===== src/include/fbd_pkg.sv =====
// Package for the filament bridge drive block: register map, fields, frame timing
package fbd_pkg;
  // ----------------------------------------
  // Register map (printed offsets are not multiples of four: index * 4)
  // ----------------------------------------
  localparam logic [7:0] FBD_IDX_DUTY = 8'h09;
  localparam logic [7:0] FBD_IDX_PHASE_A_SEL = 8'h0A;
  localparam logic [7:0] FBD_IDX_PHASE_B_SEL = 8'h0B;
  localparam logic [7:0] FBD_IDX_CTRL = 8'h0E;
  localparam logic [7:0] FBD_IDX_STATUS = 8'h0F;
  localparam int FBD_ADDR_W = 8;
  // ----------------------------------------
  // Reset values and fields
  // ----------------------------------------
  localparam logic [7:0] FBD_DUTY_RST = 8'h01;
  localparam logic [1:0] FBD_SEL_RST = 2'h0;
  localparam int FBD_SEL_LSB = 0;
  localparam int FBD_CTRL_SHDN_BIT = 0;
  localparam int FBD_CTRL_BLINK_BIT = 1;
  localparam logic [1:0] FBD_SEL_LOW = 2'h0;
  localparam logic [1:0] FBD_SEL_HIGH = 2'h1;
  localparam logic [1:0] FBD_SEL_BLINK = 2'h2;
  localparam logic [1:0] FBD_SEL_DRIVE = 2'h3;
  // ----------------------------------------
  // Frame timing in oscillator cycles
  // ----------------------------------------
  localparam logic [8:0] FBD_IDLE_BASE = 9'h0C7;
  localparam logic [8:0] FBD_GAP_CYCLES = 9'h002;
  localparam logic [8:0] FBD_FRAME_CYCLES = 9'h190;
  localparam logic [7:0] FBD_DUTY_MAX = 8'hC7;
  localparam logic [7:0] FBD_DUTY_MIN = 8'h01;
  // Frame segments, one-hot
  typedef enum logic [4:0] {
    FBD_SEG_IDLE1 = 5'b0_0001,
    FBD_SEG_ACT_B = 5'b0_0010,
    FBD_SEG_GAP = 5'b0_0100,
    FBD_SEG_ACT_A = 5'b0_1000,
    FBD_SEG_IDLE2 = 5'b1_0000
  } fbd_seg_type;
endpackage


===== src/rtl/fbd_top.sv =====
// Filament bridge drive: frame generator, pin selectors and Avalon-MM registers
//
// Our own choice: the Avalon-MM interface to the registers.
`timescale 1ns/1ps
`default_nettype none
// Behaviour
// - Each 400-cycle frame runs idle, first active, 2-cycle gap, second active, idle.
// - In the first active segment phase B is high and phase A low for the on-count.
// - In the second active segment phase A is high and phase B low for the on-count.
// - The frame always totals 400 oscillator cycles whatever the on-count.
// - The phase A selector at 0x0A decodes D1:D0 only; 00 low after reset, 01 high.
// - Selector code 10 puts the blink phase on the pin: low first phase, high second.
// - Selector code 11 puts drive phase A on the pin, forced low in shutdown.
// - Phase B selector at 0x0B with code 11 gives drive phase B, low in shutdown.
module fbd_top
(
  // Clock and reset
  input wire logic clk,
  input wire logic nrst,
  // Avalon-MM slave
  input wire logic [fbd_pkg::FBD_ADDR_W-1:0] avs_address,
  input wire logic avs_read,
  input wire logic avs_write,
  input wire logic [31:0] avs_writedata,
  input wire logic [3:0] avs_byteenable,
  output logic [31:0] avs_readdata,
  output logic avs_waitrequest,
  // Device state
  input wire logic shutdown,
  input wire logic blink_phase_second,
  // Bridge pins
  output logic filament_phase_a,
  output logic filament_phase_b
);
  import fbd_pkg::*;

  // ----------------------------------------
  // Registers
  // ----------------------------------------
  logic [7:0] duty_r;
  logic [1:0] sel_a_r;
  logic [1:0] sel_b_r;
  logic [7:0] on_count_r;
  // Frame state
  logic [8:0] frame_cnt_r;
  fbd_seg_type seg_r;
  fbd_seg_type seg_nxt;
  logic frame_last;
  logic ack_r;
  logic [FBD_ADDR_W-1:0] idx;
  logic req;
  logic wr_en;
  logic drive_a;
  logic drive_b;
  logic pin_a_nxt;
  logic pin_b_nxt;

  // Byte address to register index
  assign idx = {2'b00, avs_address[FBD_ADDR_W-1:2]};
  assign req = (avs_read | avs_write) & ~ack_r;
  assign wr_en = avs_write & ack_r & avs_byteenable[0];

  // ----------------------------------------
  // Bus handshake: one wait cycle, then answer
  // ----------------------------------------
  always_ff @(posedge clk or negedge nrst)
  begin
    if (!nrst)
      ack_r <= 1'b0;
    else
      ack_r <= req;
  end

  always_ff @(posedge clk or negedge nrst)
  begin
    if (!nrst)
      avs_waitrequest <= 1'b1;
    else
      avs_waitrequest <= ~req;
  end

  // ----------------------------------------
  // Register writes
  // ----------------------------------------
  always_ff @(posedge clk or negedge nrst)
  begin
    if (!nrst)
    begin
      duty_r <= FBD_DUTY_RST;
      sel_a_r <= FBD_SEL_RST;
      sel_b_r <= FBD_SEL_RST;
    end
    else if (wr_en)
    begin
      if (idx == FBD_IDX_DUTY)
        duty_r <= avs_writedata[7:0];
      if (idx == FBD_IDX_PHASE_A_SEL)
        sel_a_r <= avs_writedata[FBD_SEL_LSB +: 2];
      if (idx == FBD_IDX_PHASE_B_SEL)
        sel_b_r <= avs_writedata[FBD_SEL_LSB +: 2];
    end
  end

  // ----------------------------------------
  // Register reads, unmapped reads as zero
  // ----------------------------------------
  always_ff @(posedge clk or negedge nrst)
  begin
    if (!nrst)
      avs_readdata <= 32'h0000_0000;
    else if (avs_read & ~ack_r)
    begin
      unique case (idx)
        FBD_IDX_DUTY: avs_readdata <= {24'h00_0000, duty_r};
        FBD_IDX_PHASE_A_SEL: avs_readdata <= {30'h0000_0000, sel_a_r};
        FBD_IDX_PHASE_B_SEL: avs_readdata <= {30'h0000_0000, sel_b_r};
        FBD_IDX_STATUS: avs_readdata <= {15'h0000, seg_r, frame_cnt_r, on_count_r[2:0]};
        FBD_IDX_CTRL: avs_readdata <= {30'h0000_0000, blink_phase_second, shutdown};
        default: avs_readdata <= 32'h0000_0000;
      endcase
    end
  end

  // ----------------------------------------
  // Frame sequencer
  // ----------------------------------------
  // Bounds from frame position, so zero-length segments vanish
  always_comb
  begin
    if (frame_cnt_r < FBD_IDLE_BASE - {1'b0, on_count_r})
      seg_nxt = FBD_SEG_IDLE1;
    else if (frame_cnt_r < FBD_IDLE_BASE)
      seg_nxt = FBD_SEG_ACT_B;
    else if (frame_cnt_r < FBD_IDLE_BASE + FBD_GAP_CYCLES)
      seg_nxt = FBD_SEG_GAP;
    else if (frame_cnt_r < FBD_IDLE_BASE + FBD_GAP_CYCLES + {1'b0, on_count_r})
      seg_nxt = FBD_SEG_ACT_A;
    else
      seg_nxt = FBD_SEG_IDLE2;
  end

  // Segment lags frame position by one cycle, lengths unchanged
  always_ff @(posedge clk or negedge nrst)
  begin
    if (!nrst)
      seg_r <= FBD_SEG_IDLE1;
    else
      seg_r <= seg_nxt;
  end

  // ----------------------------------------
  // Frame position
  // ----------------------------------------
  assign frame_last = (frame_cnt_r == FBD_FRAME_CYCLES - 9'h001);

  // Whole-frame counter keeps every frame at 400 cycles
  always_ff @(posedge clk or negedge nrst)
  begin
    if (!nrst)
      frame_cnt_r <= 9'h000;
    else if (frame_last)
      frame_cnt_r <= 9'h000;
    else
      frame_cnt_r <= frame_cnt_r + 9'h001;
  end

  // ----------------------------------------
  // On-count latch
  // ----------------------------------------
  // On-count latched at frame start, clamped to FBD_DUTY_MAX at the top only, with no floor at FBD_DUTY_MIN
  always_ff @(posedge clk or negedge nrst)
  begin
    if (!nrst)
      on_count_r <= FBD_DUTY_RST;
    else if (frame_last)
    begin
      if (duty_r > FBD_DUTY_MAX)
        on_count_r <= FBD_DUTY_MAX;
      else
        on_count_r <= duty_r;
    end
  end

  // ----------------------------------------
  // Pin selectors
  // ----------------------------------------
  assign drive_a = (seg_r == FBD_SEG_ACT_A) & ~shutdown;
  assign drive_b = (seg_r == FBD_SEG_ACT_B) & ~shutdown;

  always_comb
  begin
    unique case (sel_a_r)
      FBD_SEL_LOW: pin_a_nxt = 1'b0;
      FBD_SEL_HIGH: pin_a_nxt = 1'b1;
      FBD_SEL_BLINK: pin_a_nxt = blink_phase_second;
      FBD_SEL_DRIVE: pin_a_nxt = drive_a;
    endcase
  end

  always_comb
  begin
    unique case (sel_b_r)
      FBD_SEL_LOW: pin_b_nxt = 1'b0;
      FBD_SEL_HIGH: pin_b_nxt = 1'b1;
      FBD_SEL_BLINK: pin_b_nxt = blink_phase_second;
      FBD_SEL_DRIVE: pin_b_nxt = drive_b;
    endcase
  end

  // Registered pins, one cycle behind the segment
  always_ff @(posedge clk or negedge nrst)
  begin
    if (!nrst)
    begin
      filament_phase_a <= 1'b0;
      filament_phase_b <= 1'b0;
    end
    else
    begin
      filament_phase_a <= pin_a_nxt;
      filament_phase_b <= pin_b_nxt;
    end
  end
endmodule
`default_nettype wire


===== config.mk =====
export PLATFORM = sky130hd
export DESIGN_NAME = fbd_top
export DESIGN_NICKNAME = d
export VERILOG_FILES = /design/src/include/fbd_pkg.sv /design/src/rtl/fbd_top.sv
export SDC_FILE = /design/constraint.sdc
export NUM_CORES = 1
export LEC_CHECK = 0
export ABC_AREA = 1
export BUFFER_PORTS_ARGS = -buffer_cell sky130_fd_sc_hd__buf_2
export CAP_MARGIN = 10
export CORE_MARGIN = 2
export CORE_UTILIZATION = 57
export DETAILED_ROUTE_END_ITERATION = 8
export PLACE_DENSITY = 0.88
export SLEW_MARGIN = 15
export SYNTH_ARGS = -nofsm -noshare
export SYNTH_HDL_FRONTEND = slang
export SYNTH_SLANG_ARGS = --single-unit

===== constraint.sdc =====
create_clock -name clk -period 3.7 [get_ports clk]
set_input_delay 0.185 -clock clk [delete_from_list [all_inputs] [get_ports clk]]
set_output_delay 0.185 -clock clk [all_outputs]
set_load 0.1 [all_outputs]

==> results_dict.tcl <==
set metrics [dict create \
    cts_tree "done" \
    viasPerCell 5.25 \
    p_leak_nw 1.95 \
    cellInternalPower_w 0.000915 \
    cts_setup_buffers 0 \
    p_seq_share_pct 47.8 \
    worstMarginPinSlew_ns 0.686 \
    antenna_found_initial 0 \
    synth_cells 407 \
    place_hpwl_mm 5.12 \
    multi_input_area_um2 1550 \
    clkPwrFrac_pct 36.0 \
    p_switching_w 0.000397 \
    grt_pass1_wl_mm 11.6 \
    ys_ff_latch 55 \
    grt_max_degree 56 \
    yosysMostFrequentCell "nand2_1" \
    hp-class "input port to async pin" \
    final_cell_count_no_fill 521 \
    wl_per_cell_um 13.0 \
    clk_pin_slew_ns 0.10 \
    vias 2737 \
    cts_root_buffer "clkbuf_8" \
    grt_use_total_pct 23.5 \
    cap_violations 0 \
    arrival_ns 2.51 \
    fin_crit_ns 2.26 \
    final_nets 519 \
    crit_fanout 7 \
    antenna_cells 0 \
    cts_inserted_buffers 5 \
    dr.pass1.iters 4 \
    async_reset_ff_share_pct 100 \
    r2r-start "on_count_r[3]" \
    worstRegToRegCells 14 \
    wl_met3_um 361 \
    yosysUniqueCellTypes 36 \
    synth_seq_area_share_pct 42.6 \
    seq_area_um2 1380 \
    yosys_warnings 0 \
    gp_congestion 0.886 \
    setup.worst_path.start "on_count_r[3]" \
    finalSetupViolCount 0 \
    ys_top_cells_by_count "94 x nand2_1, 52 x inv_1, 51 x dfrtp_1" \
    clock_latency_ns 0.32 \
    max_freq_mhz 443 \
    dp.cells 513 \
    htree_levels 2 \
    start_util_pct 58.9 \
    yosysTopAreaCell "dfrtp_1" \
    hold_viol_final 13 \
    irDropWorstVdd_uv 251 \
    crit_path_end_kind "flip-flop" \
    required_ns 3.96 \
    wl_met1_mm 2.96 \
    wirelength_mm 6.79 \
    met2_length_mm 3.35 \
    dieWidth_um 79.4 \
    netlist_area_um2 3240 \
    r2r_end "seg_r[4]" \
    ys_top_cells_by_area "dfrtp_1 39%, nand2_1 11%, ha_1 8.1%" \
    power_frac_comb_pct 16.1 \
    top_layer_used "met4" \
    switching_share_pct 30.2 \
    synth-edff-count 0 \
    power.density_nw_per_um2 367 \
    io-pin-count 85 \
    postRouteAntennaNets 0 \
    grt_pass1_vias 2638 \
    drv_slew 0 \
    crit_type "flip-flop to flip-flop" \
    critPathCapture "seg_r[4]" \
    ys.flop_type "dfrtp_1" \
    fp.dieH_um 79.4 \
    status "finished, violations left" \
    fillerInstances 464 \
    cts_resized 0 \
    die_area_um2 6300 \
    ctsHoldBuffers 0 \
    cp-start-kind "flip-flop" \
    tns_ns 0 \
    route.detailed.drc 0 \
    fp.coreArea_um2 5510 \
    relSlewSlack_pct 54.2 \
    clock-sinks 55 \
    syn2layout_area_growth_pct 10.3 \
    row_count 27 \
    rrSetupSlack_ns 1.44 \
    timing.hold.ws_ns -0.0231 \
    synth_top_area_share_pct 39.4 \
    finClkSkew_ns 0.0134 \
    drt-initial-drc-count 232 \
    avgSynthCellArea_um2 7.96 \
    grt_setup_unrepaired "no" \
    min_period_over_period_pct 61.0 \
    grt_overflow 0 \
    drive_above_1_share_pct 15.6 \
    io_buffers 40 \
    violations "negative hold slack" \
    cts_buffer_depth 2 \
]
-- metrics by stage --
| step | utilization, % | hold WS (ns) | total power, W | worst slack, ns | area (µm²) |
|---|---|---|---|---|---|
| floorplan | - | -0.111 | 0.000818 | 1.79 | 3290 |
| global placement | 62.4 | 0.351 | 0.000847 | 1.58 | 3440 |
| detailed placement | 62.4 | 0.359 | 0.000851 | 1.49 | 3440 |
| CTS | 64.9 | 0.0199 | 0.00132 | 1.46 | 3570 |
| global route | 64.9 | 0.0336 | 0.00136 | 1.22 | 3570 |
| finish | 64.9 | -0.0231 | 0.00131 | 1.44 | 3570 |
-- layout make-up --
cell class | count | share of cell area (%)
multi-input cells | 290 | 43.3
well taps | 72 | 2.52
flip-flops and latches | 55 | 38.6
clock buffers | 5 | 1.93
clock inverters | 3 | 1.89
inverters | 54 | 5.71
repair buffers | 42 | 6.02
-- logic make-up (layout without fill, tap and decap cells) --
| kind of cell | count (synthesis) | count (layout) | share of synthesized area [%] |
|---|---|---|---|
| compound gates | 61 | 61 | 10.6 |
| xor+xnor | 10 | 10 | 2.70 |
| fa+ha+maj | 21 | 21 | 8.11 |
| buf+inv | 76 | 104 | 11.2 |
| flops | 55 | 55 | 42.6 |
| other cells | 1 | 15 | 0.116 |
| simple gates | 183 | 183 | 24.6 |
-- per-layer routing --
layer / vias to the layer above / GRT usage, %
li1: 1353 / -
met1: 1277 / 30.1
met2: 93 / 39.8
met3: 14 / 2.83
met4: 0 / 10.5
met5: - / 0
-- how the worst min path moves through the flow --
| stage | start | to | slack [ns] | depth (start not counted) |
|---|---|---|---|---|
| final | nrst | on_count_r[6] | -0.02 | 2 |
| after detailed placement | nrst | on_count_r[6] | 0.36 | 2 |
| after CTS | nrst | frame_cnt_r[0] | 0.02 | 2 |
| after global routing | nrst | on_count_r[6] | 0.03 | 2 |
| after floorplan | nrst | ack_r | -0.11 | 0 |
| after global placement | nrst | on_count_r[6] | 0.35 | 2 |
-- layout by cell type, fill, tap and decap left out, types with 15 or more instances in the layout --
master,instances
conb_1,15
o21ai_0,21
ha_1,21
dfrtp_1,51
a21oi_1,21
nand3_1,34
nor2_1,38
buf_2,40
inv_1,52
nand2_1,94
-- power by group through the flow --
stage | Combinational, W | Sequential, W | Clock, W
finish | 0.000211 | 0.000627 | 0.000473
global route | 0.000224 | 0.000629 | 0.000505
CTS | 0.000212 | 0.000627 | 0.000478
detailed placement | 0.000212 | 0.000639 | 0
global placement | 0.000209 | 0.000638 | 0
floorplan | 0.000116 | 0.000703 | 0
-- sequential cells by signal (all words and copies together) (netlist names) --
| name | flops |
|---|---|
| sel_a_r | 2 |
| avs_waitrequest | 1 |
| filament_phase_a | 1 |
| duty_r | 8 |
| sel_b_r | 2 |
| ack_r | 1 |
| avs_readdata | 17 |
| filament_phase_b | 1 |
| frame_cnt_r | 9 |
| seg_r | 5 |
| on_count_r | 8 |
-- critical path: stages, from the launching register on --
cell,delay [ns]
dfrtp_1,0.39
inv_1,0.21
ha_1,0.19
inv_1,0.04
o21bai_1,0.19
nand2_1,0.09
nand2_1,0.08
xor2_1,0.07
ha_1,0.27
nand2_1,0.06
nor2_1,0.25
nand3_1,0.11
nand3_1,0.10
nand2_1,0.06
nor2_1,0.09
Power figures use the tool's default switching activity.
